$ cat config.mk
export PLATFORM = sky130hd
export DESIGN_NAME = ldfs_top
export DESIGN_NICKNAME = d
export VERILOG_FILES = /design/src/hw/ldfs_top.v /design/src/hw/ldfs_osc.v
export VERILOG_INCLUDE_DIRS = /design/src /design/src/common
export SDC_FILE = /design/constraint.sdc
export NUM_CORES = 1
export LEC_CHECK = 0
export BUFFER_PORTS_ARGS = -buffer_cell sky130_fd_sc_hd__buf_4
export CAP_MARGIN = 15
export CORE_MARGIN = 2
export CORE_UTILIZATION = 30
export CTS_CLUSTER_DIAMETER = 80
export DETAILED_ROUTE_END_ITERATION = 8
export PLACE_DENSITY = 0.51
export SETUP_SLACK_MARGIN = 0.5
export SLEW_MARGIN = 20
export SYNTH_ARGS = -nofsm -noshare
export SYNTH_HDL_FRONTEND = slang
export SYNTH_SLANG_ARGS = --single-unit
$ cat constraint.sdc
create_clock -name hclk -period 5.47 [get_ports hclk]
set_input_delay 0.547 -clock hclk [delete_from_list [all_inputs] [get_ports hclk]]
set_output_delay 0.547 -clock hclk [all_outputs]
set_load 0.02 [all_outputs]
$ cat src/common/ldfs_map.vh
// register map, field positions and timing counts of the fault supervisor
`ifndef LDFS_MAP_VH
`define LDFS_MAP_VH
// register byte offsets
`define LDFS_CTRL_OFS 4'h0
`define LDFS_OSCDIV_OFS 4'h4
`define LDFS_STATUS_OFS 4'h8
`define LDFS_RAMP_OFS 4'hc
// control register fields
`define LDFS_CTRL_EXT_BIT 0
`define LDFS_CTRL_PH_LSB 8
`define LDFS_CTRL_PH_MSB 23
`define LDFS_CTRL_RST 32'h0000_0000
// status register fields
`define LDFS_ST_SUPPLY_UV 0
`define LDFS_ST_REG_UV 1
`define LDFS_ST_OVERTEMP 2
`define LDFS_ST_OPEN 3
`define LDFS_ST_SHORT_LED 4
`define LDFS_ST_UNDER 5
`define LDFS_ST_CRIT_LATCH 6
`define LDFS_ST_SLEEP 7
`define LDFS_ST_BLANK 8
`define LDFS_ST_GATE 9
`define LDFS_ST_CRIT_REL 10
`define LDFS_ST_GEN_REL 11
`define LDFS_ST_CRIT_OVR 12
`define LDFS_ST_GEN_OVR 13
`define LDFS_ST_LEVEL_LSB 16
// timing: hclk and default oscillator rates in kHz
`define LDFS_HCLK_KHZ 10000
`define LDFS_OSC_DEFAULT_KHZ 350
`define LDFS_OSC_DEFAULT_DIV (`LDFS_HCLK_KHZ / `LDFS_OSC_DEFAULT_KHZ)
// counts in oscillator periods
`define LDFS_SLEEP_PERIODS 32768
`define LDFS_BLANK_PERIODS 1024
`define LDFS_RETRY_PERIODS 32768
// ramp defaults
`define LDFS_RAMP_RST 8'h04
`define LDFS_LEVEL_MAX 8'hff
`define LDFS_LEVEL_MIN 8'h00
`endif

$ cat src/hw/ldfs_top.v
// led driver fault supervisor: enable, timers, fault table, flags, bus
// Summary of operation
// RULE1: gate drive is off while enable is low.
// RULE2: led current reference ramps by a limited step per oscillator period.
// RULE3: host keeps its pwm period shorter than the sleep delay.
// RULE4: enable low past the sleep delay puts everything into sleep.
// RULE5: sleep delay is counted in oscillator periods.
// RULE6: tied oscillator pin selects the default rate, else divider or clock.
// RULE7: host keeps an external clock within the supported range.
// RULE8: phased clock output runs at the oscillator rate, delayed.
// RULE9: any fault releases one or both flags until removed.
// RULE10: flags pull low when inactive and float when active.
// RULE11: disabling faults force the gate low; warnings only flag.
// RULE12: critical faults latch; cleared only by reset or sleep.
// RULE13: non-latched faults restore the gate once the cause leaves.
// RULE14: a flag held low from outside cancels the matching disable.
// RULE15: fault detection is blanked after start-up and enable pulses.
// RULE16: open led and undervoltages bypass blanking.
// RULE17: supply undervoltage has hysteresis, gate low, both flags float.
// RULE18: regulator undervoltage has hysteresis, gate low, both flags float.
// RULE19: overtemperature floats only the general flag, with hysteresis.
// RULE20: overtemperature keeps being evaluated so the flag recovers.
// RULE21: open led disables for a retry time, then drive retries.
// RULE22: output short needs shorted led and undercurrent together.
// RULE23: blanking restarts on every enable rise, blocks blankable latching.
`timescale 1ns/1ns
`default_nettype none
`include "ldfs_map.vh"
module ldfs_top #(
	parameter SLEEP_PERIODS = `LDFS_SLEEP_PERIODS,
	parameter BLANK_PERIODS = `LDFS_BLANK_PERIODS,
	parameter RETRY_PERIODS = `LDFS_RETRY_PERIODS,
	parameter CW = 16
) (
	input wire hclk,
	input wire hresetn,
	input wire hsel,
	input wire [31:0] haddr,
	input wire [1:0] htrans,
	input wire hwrite,
	input wire [2:0] hsize,
	input wire [31:0] hwdata,
	input wire hready,
	output wire hreadyout,
	output wire hresp,
	output reg [31:0] hrdata,
	input wire enable_in,
	input wire osc_pin_tied,
	input wire osc_setting_pin,
	input wire supply_below_off,
	input wire supply_above_on,
	input wire reg_below_off,
	input wire reg_above_on,
	input wire temp_above_threshold,
	input wire temp_below_recovery,
	input wire open_led_detect,
	input wire shorted_led_detect,
	input wire undercurrent_detect,
	input wire sense_overcurrent_detect,
	input wire sense_neg_overcurrent_detect,
	input wire shorted_string_detect,
	input wire critical_fault_flag_i,
	output wire critical_fault_flag_o,
	output reg critical_fault_flag_oe,
	input wire general_fault_flag_i,
	output wire general_fault_flag_o,
	output reg general_fault_flag_oe,
	output reg gate_drive_out,
	output reg [7:0] led_current_ref,
	output reg sleep_out,
	output wire phased_clock_out
);
	localparam [CW-1:0] SLEEP_N = SLEEP_PERIODS;
	localparam [CW-1:0] BLANK_N = BLANK_PERIODS;
	localparam [CW-1:0] RETRY_N = RETRY_PERIODS;
	localparam [CW-1:0] CONE = 1;

	// set/clear state with the set taking priority
	function hyst;
		input cur;
		input set;
		input clr;
		begin
			hyst = set | (cur & ~clr);
		end
	endfunction

	// saturating period counter
	function [CW-1:0] bump;
		input [CW-1:0] c;
		begin
			bump = (c == {CW{1'b1}}) ? c : c + CONE;
		end
	endfunction

	// bus slave
	reg [31:0] ctrl_q;
	reg [15:0] oscdiv_q;
	reg [7:0] ramp_q;
	reg wr_pend_q;
	reg [3:0] wr_ofs_q;
	wire [31:0] status_w;
	wire take = hsel & hready & htrans[1];
	wire [3:0] ofs = haddr[3:0];
	wire mapped = (haddr[31:4] == 28'h000_0000);

	assign hreadyout = 1'b1;
	assign hresp = 1'b0;

	always @(posedge hclk or negedge hresetn) begin
		if (!hresetn) begin
			wr_pend_q <= 1'b0;
			wr_ofs_q <= 4'h0;
			hrdata <= 32'h0000_0000;
		end else begin
			wr_pend_q <= take & hwrite & mapped;
			wr_ofs_q <= ofs;
			if (take & ~hwrite) begin
				if (!mapped)
					hrdata <= 32'h0000_0000;
				else begin
					case (ofs)
					`LDFS_CTRL_OFS: hrdata <= ctrl_q;
					`LDFS_OSCDIV_OFS: hrdata <= {16'h0000, oscdiv_q};
					`LDFS_STATUS_OFS: hrdata <= status_w;
					`LDFS_RAMP_OFS: hrdata <= {24'h00_0000, ramp_q};
					default: hrdata <= 32'h0000_0000;
					endcase
				end
			end
		end
	end

	always @(posedge hclk or negedge hresetn) begin
		if (!hresetn) begin
			ctrl_q <= `LDFS_CTRL_RST;
			oscdiv_q <= `LDFS_OSC_DEFAULT_DIV;
			ramp_q <= `LDFS_RAMP_RST;
		end else if (wr_pend_q) begin
			case (wr_ofs_q)
			`LDFS_CTRL_OFS: ctrl_q <= hwdata;
			`LDFS_OSCDIV_OFS: oscdiv_q <= hwdata[15:0];
			`LDFS_RAMP_OFS: ramp_q <= hwdata[7:0];
			default: ctrl_q <= ctrl_q;
			endcase
		end
	end

	// oscillator: tied pin forces the internal default rate
	wire tick;
	ldfs_osc #(
		.W(16)
	) u_osc (
		.hclk(hclk),
		.hresetn(hresetn),
		.int_sel(osc_pin_tied), // RULE6
		.ext_sel(ctrl_q[`LDFS_CTRL_EXT_BIT]),
		.res_div(oscdiv_q),
		.phase(ctrl_q[`LDFS_CTRL_PH_MSB:`LDFS_CTRL_PH_LSB]),
		.osc_setting_pin(osc_setting_pin),
		.tick(tick),
		.phased_clock_out(phased_clock_out)
	);

	// supply, regulator and temperature states with hysteresis
	reg supply_uv_q;
	reg reg_uv_q;
	reg overtemp_q;
	always @(posedge hclk or negedge hresetn) begin
		if (!hresetn) begin
			supply_uv_q <= 1'b1;
			reg_uv_q <= 1'b1;
			overtemp_q <= 1'b0;
		end else begin
			supply_uv_q <= hyst(supply_uv_q, supply_below_off,
				supply_above_on); // RULE17
			reg_uv_q <= hyst(reg_uv_q, reg_below_off, reg_above_on); // RULE18
			overtemp_q <= hyst(overtemp_q, temp_above_threshold,
				temp_below_recovery); // RULE19 RULE20
		end
	end
	wire uv = supply_uv_q | reg_uv_q;

	// enable edge, sleep timer
	reg en_q;
	reg [CW-1:0] sleep_cnt_q;
	wire en_rise = enable_in & ~en_q;
	wire sleep_hit = (sleep_cnt_q >= SLEEP_N);
	always @(posedge hclk or negedge hresetn) begin
		if (!hresetn) begin
			en_q <= 1'b0;
			sleep_cnt_q <= {CW{1'b0}};
			sleep_out <= 1'b0;
		end else begin
			en_q <= enable_in;
			if (enable_in) begin
				sleep_cnt_q <= {CW{1'b0}};
				sleep_out <= 1'b0;
			end else begin
				if (tick)
					sleep_cnt_q <= bump(sleep_cnt_q); // RULE5
				if (sleep_hit)
					sleep_out <= 1'b1; // RULE4
			end
		end
	end

	// blanking after start-up, uv recovery and each enable rise
	reg [CW-1:0] blank_cnt_q;
	reg uv_q;
	wire uv_fall = uv_q & ~uv;
	wire blank_active = (blank_cnt_q < BLANK_N);
	always @(posedge hclk or negedge hresetn) begin
		if (!hresetn) begin
			blank_cnt_q <= {CW{1'b0}};
			uv_q <= 1'b1;
		end else begin
			uv_q <= uv;
			if (en_rise | uv_fall)
				blank_cnt_q <= {CW{1'b0}}; // RULE23
			else if (tick & blank_active)
				blank_cnt_q <= blank_cnt_q + CONE; // RULE15
		end
	end

	// detection is live only while running
	wire live = enable_in & ~sleep_out & ~uv;
	wire det = live & ~blank_active & ~en_rise & ~uv_fall; // RULE15 RULE23
	wire short_led_b = det & shorted_led_detect;
	wire under_b = det & undercurrent_detect;
	wire out_short = short_led_b & under_b; // RULE22
	wire crit_set = out_short | (det & (sense_overcurrent_detect |
		sense_neg_overcurrent_detect | shorted_string_detect));

	// critical latch: cleared by reset or sleep only
	reg crit_latch_q;
	always @(posedge hclk or negedge hresetn) begin
		if (!hresetn)
			crit_latch_q <= 1'b0;
		else
			crit_latch_q <= hyst(crit_latch_q, crit_set, sleep_out); // RULE12
	end

	// open led: immediate, held for the retry time
	reg open_q;
	reg [CW-1:0] retry_cnt_q;
	wire open_set = live & open_led_detect; // RULE16
	wire retry_done = (retry_cnt_q >= RETRY_N);
	always @(posedge hclk or negedge hresetn) begin
		if (!hresetn) begin
			open_q <= 1'b0;
			retry_cnt_q <= {CW{1'b0}};
		end else if (open_q) begin
			if (retry_done | sleep_out) begin
				open_q <= 1'b0; // RULE21
				retry_cnt_q <= {CW{1'b0}};
			end else if (tick) begin
				retry_cnt_q <= bump(retry_cnt_q);
			end
		end else begin
			open_q <= open_set;
			retry_cnt_q <= {CW{1'b0}};
		end
	end

	// flag release and external overrides
	wire crit_rel = uv | crit_latch_q; // RULE9 RULE12 RULE17 RULE18
	wire gen_rel = uv | overtemp_q | open_q | short_led_b |
		under_b; // RULE9 RULE19
	// only a released flag can be held low from outside
	wire crit_ovr = crit_latch_q & ~critical_fault_flag_oe &
		~critical_fault_flag_i; // RULE14
	wire gen_ovr = open_q & ~general_fault_flag_oe &
		~general_fault_flag_i; // RULE14
	wire disable_w = uv | (crit_latch_q & ~crit_ovr) |
		(open_q & ~gen_ovr); // RULE11 RULE13

	assign critical_fault_flag_o = 1'b0;
	assign general_fault_flag_o = 1'b0;
	always @(posedge hclk or negedge hresetn) begin
		if (!hresetn) begin
			critical_fault_flag_oe <= 1'b1;
			general_fault_flag_oe <= 1'b1;
			gate_drive_out <= 1'b0;
		end else begin
			critical_fault_flag_oe <= ~crit_rel; // RULE10
			general_fault_flag_oe <= ~gen_rel; // RULE10
			gate_drive_out <= enable_in & ~sleep_out & ~disable_w; // RULE1
		end
	end

	// current reference ramp, one step per oscillator period
	wire [8:0] up = {1'b0, led_current_ref} + {1'b0, ramp_q};
	wire [8:0] dn = {1'b0, led_current_ref} - {1'b0, ramp_q};
	always @(posedge hclk or negedge hresetn) begin
		if (!hresetn)
			led_current_ref <= `LDFS_LEVEL_MIN;
		else if (tick) begin
			if (gate_drive_out)
				led_current_ref <= up[8] ? `LDFS_LEVEL_MAX : up[7:0]; // RULE2
			else
				led_current_ref <= dn[8] ? `LDFS_LEVEL_MIN : dn[7:0]; // RULE2
		end
	end

	assign status_w = {8'h00, led_current_ref, 2'b00, gen_ovr, crit_ovr,
		gen_rel, crit_rel, gate_drive_out, blank_active, sleep_out,
		crit_latch_q, under_b, short_led_b, open_q, overtemp_q,
		reg_uv_q, supply_uv_q};
endmodule // ldfs_top
`default_nettype wire

$ cat src/hw/ldfs_osc.v
// oscillator period tick and phase-delayed clock output
`timescale 1ns/1ns
`default_nettype none
`include "ldfs_map.vh"
module ldfs_osc #(
	parameter W = 16
) (
	input wire hclk,
	input wire hresetn,
	input wire int_sel,
	input wire ext_sel,
	input wire [W-1:0] res_div,
	input wire [W-1:0] phase,
	input wire osc_setting_pin,
	output reg tick,
	output reg phased_clock_out
);
	localparam [W-1:0] DEF_DIV = `LDFS_OSC_DEFAULT_DIV;
	localparam [W-1:0] ONE = 1;
	reg ext_q;
	reg [W-1:0] cnt_q;
	reg [W-1:0] period_q;
	wire ext_edge = osc_setting_pin & ~ext_q;
	wire use_ext = ext_sel & ~int_sel;
	wire [W-1:0] div = int_sel ? DEF_DIV :
		((res_div < ONE) ? ONE : res_div);
	wire wrap = use_ext ? ext_edge : (cnt_q >= div - ONE);
	wire [W-1:0] pos = (cnt_q >= phase) ? cnt_q - phase :
		cnt_q + period_q - phase;
	always @(posedge hclk or negedge hresetn) begin
		if (!hresetn) begin
			ext_q <= 1'b0;
			cnt_q <= {W{1'b0}};
			period_q <= DEF_DIV;
			tick <= 1'b0;
			phased_clock_out <= 1'b0;
		end else begin
			ext_q <= osc_setting_pin;
			tick <= wrap;
			if (wrap) begin
				cnt_q <= {W{1'b0}};
				period_q <= use_ext ? cnt_q + ONE : div;
			end else if (cnt_q != {W{1'b1}}) begin
				cnt_q <= cnt_q + ONE;
			end
			// high for the first half period, shifted by phase cycles
			phased_clock_out <= pos < (period_q >> 1); // RULE8
		end
	end
endmodule // ldfs_osc
`default_nettype wire

==> impl_metrics.json <==
{
  "p_sw_share_pct": 38.3,
  "wl_met1_mm": 17.2,
  "clock_sinks": 195,
  "p_per_area_nw_per_um2": 329,
  "drv_slew": 0,
  "synthFlopType": "dfrtp_1",
  "num_vias": 10227,
  "tns_ps": 0,
  "drc": 0,
  "cts_hold_buf": 0,
  "root_buffer": "clkbuf_16",
  "rsz0062_at_grt": "false",
  "crit_arrival_ps": 5020,
  "p_seq_share_pct": 34.9,
  "yosys_warnings": 0,
  "cp.required_ps": 5850,
  "intPower_w": 0.00300,
  "slowest_stage": "dfrtp_1",
  "wl_per_cell_um": 17.9,
  "p_leak_nw": 6.95,
  "cp_max_fo": 6,
  "drive_above_1_share_pct": 17.5,
  "regArea_um2": 4890,
  "antenna_found_initial": 1,
  "numCtsBuffers": 17,
  "hpwl_mm": 27.8,
  "grt_max_degree": 115,
  "htree_levels": 4,
  "worstPathCellList": "nor3_1, or3b_4, nor4_4, o21ai_1, ha_1, nand2_1, nor4_1, o21ai_1, o21bai_4, nor2_1, o32a_1, ha_1, and3_1, nand3_1, nor3_1, a21oi_1, a31oi_4, buf_4, mux2i_1",
  "syn_inst": 1346,
  "met3_length_mm": 1.29,
  "outcome": "finished, final reports clean",
  "hold_viol": 0,
  "slew_headroom_pct": 35.2,
  "irDropWorstVdd_v": 0.000139,
  "cts_buffer_depth": 2,
  "topRoutingLayerUsed": "met4",
  "core_area_um2": 41000,
  "grt_pass1_vias": 10343,
  "rows": 74,
  "die_h_um": 208,
  "yosysUniqueCellTypes": 75,
  "cp-start-kind": "flip-flop",
  "synth.area.top_cells": "dfrtp_1 37%, ha_1 8.4%, mux2_2 4.1%, inv_1 3.7%, nor2_1 3.6%",
  "clock_skew_ps": 11.4,
  "critical_path.top_delay_family": "simple AND/OR/NAND/NOR gates",
  "synthArstFlopShare_pct": 100,
  "synth_edf_count": 0,
  "drtAntennaViolNets": 0,
  "vias_per_cell": 5.07,
  "synth_top_area_cell": "dfrtp_1",
  "dr_wl_met2_mm": 16.4,
  "cts_tree": "done",
  "die_x_um": 208,
  "gr-total-overflow": 0,
  "finalSetupViolCount": 0,
  "ys_ff_latch": 195,
  "drt-initial-drc-count": 541,
  "drv_cap": 0,
  "worst_pin_slew_ps": 965,
  "routed_wl_mm": 36.0,
  "worstSetupPathType": "flip-flop to flip-flop",
  "clkLatencyLatePin_ps": 460,
  "min_period_over_period_pct": 84.9,
  "synth.top_cell.area_share_pct": 36.6,
  "grt_pass1_wl_mm": 57.7,
  "area_growth_pct": 18.0,
  "die-area_um2": 43300,
  "power_frac_comb_pct": 38.1,
  "max_freq_mhz": 215,
  "yosys-top-cells-count": "183 x dfrtp_1, 123 x inv_1, 120 x nor2_1",
  "clkPwrFrac_pct": 27.0,
  "dr.pass1.iters": 4,
  "finalCriticalPeriod_ps": 4650,
  "grt_usage_pct": 16.9,
  "multi_input_comb_area_um2": 7000,
  "post-synth-top-count-cell": "dfrtp_1",
  "ios": 140,
  "synth_area_per_cell_um2": 9.29,
  "netSwitchingPower_w": 0.00186,
  "min-delay-path-class": "primary input to flip-flop",
  "nets": 1664,
  "hold-worst-slack_ps": 218,
  "fill_cells": 4227,
  "start_util_pct": 30.5,
  "io_buffers": 131,
  "cpPeakStageDelay_ps": 480,
  "clk_pin_slew_ps": 80,
  "ys_seq_area_share_pct": 39.1,
  "netlist_area_um2": 12500,
  "gp_congestion": 0.865,
  "path_buf_inv": 1,
  "cp-end-kind": "flip-flop"
}
==> metal layers <==
layer	vias up	track usage, %
li1	4971	-
met1	4992	23.3
met2	214	26.7
met3	50	2.43
met4	0	6.85
met5	-	0
==> worst paths after layout <==
check / slack, ps / depth (start not counted) / startpoint / to
max reg2reg: 820 / 19 / oscdiv_q[9]$_DFFE_PN0P_ / u_osc.period_q[1]$_DFFE_PN0P_
min: 220 / 1 / haddr[1] / wr_ofs_q[1]$_DFF_PN0_
min in group asynchronous: 230 / 1 / hresetn / led_current_ref[1]$_DFFE_PN0P_
max: 820 / 19 / oscdiv_q[9]$_DFFE_PN0P_ / u_osc.period_q[1]$_DFFE_PN0P_
min reg2reg: 480 / 2 / hrdata[12]$_DFFE_PN0P_ / hrdata[12]$_DFFE_PN0P_
max in group asynchronous: 4040 / 2 / hresetn / blank_cnt_q[4]$_DFFE_PN0P_
==> cell usage in the layout, fill, tap and decap left out, types with 14 or more instances in the layout <==
master     netlist  final
or3_1           14     14
buf_4            4    146
clkbuf_16        0     17
nand4_1         18     18
xnor2_1         48     48
ha_1            84     84
a21oi_1         86     86
nand2_1        110    110
mux2i_1         37     37
and3_1          19     19
o21ai_0         90     88
inv_1          123    123
nor4_1          15     15
nand3_1         32     32
a21o_1          22     22
fa_1            18     18
xor2_1          32     32
nor3_1          29     29
nor2_1         120    120
mux2_2          46     46
dfrtp_1        183    183
==> logic make-up after synthesis <==
group / after synthesis / synth area share, %
xor+xnor: 80 / 5.60
fa+ha+maj: 102 / 11.3
mux: 85 / 7.46
other cells: 2 / 0.0601
simple gates: 410 / 15.9
compound gates: 302 / 15.1
flops: 195 / 39.1
buf+inv: 170 / 5.41
==> sequential cells by signal (all words and copies together), names as in the netlist, 4 cells and up <==
register,cells
ramp_q,8
oscdiv_q,16
blank_cnt_q,16
u_osc.period_q,16
led_current_ref,8
hrdata,32
wr_ofs_q,4
retry_cnt_q,16
sleep_cnt_q,16
u_osc.cnt_q,16
ctrl_q,32
==> metrics by stage <==
stage               instances  instance area [µm²]  power [W]  setup slack [ps]  utilization, %
floorplan                1348                12500    0.00298               729               -
global placement         1978                14100    0.00355               584            34.3
detailed placement       1978                14100    0.00357               551            34.3
CTS                      2010                14700    0.00490               544            35.8
global route             2016                14800    0.00524               496            36.0
finish                   2017                14800    0.00486               825            36.0
==> final cells by class <==
type                    instances  share of cell area [%]
inverters                     124                    3.15
diodes                          1                  0.0170
multi-input cells             984                    47.4
flip-flops and latches        195                    33.2
repair buffers                149                    7.67
clock buffers                  17                    2.88
clock inverters                15                    1.20
well taps                     532                    4.51
==> power by group through the flow <==
stage,Combinational [W],Sequential (W),Clock [W]
after floorplan,0.00128,0.00170,0
after global placement,0.00182,0.00172,0
after detailed placement,0.00185,0.00172,0
after CTS,0.00186,0.00170,0.00134
after global routing,0.00211,0.00172,0.00141
final,0.00185,0.00170,0.00131
==> what timing repair did <==
| item | in CTS | in global routing |
|---|---|---|
| setup buffers | 0 | 5 |
| gates cloned | 0 | 1 |
| pin swaps | 1 | 2 |
| gates resized for setup | 0 | 8 |
| setup endpoints to repair | 1 | 33 |
Note: power is estimated with default switching activity, not from simulation.
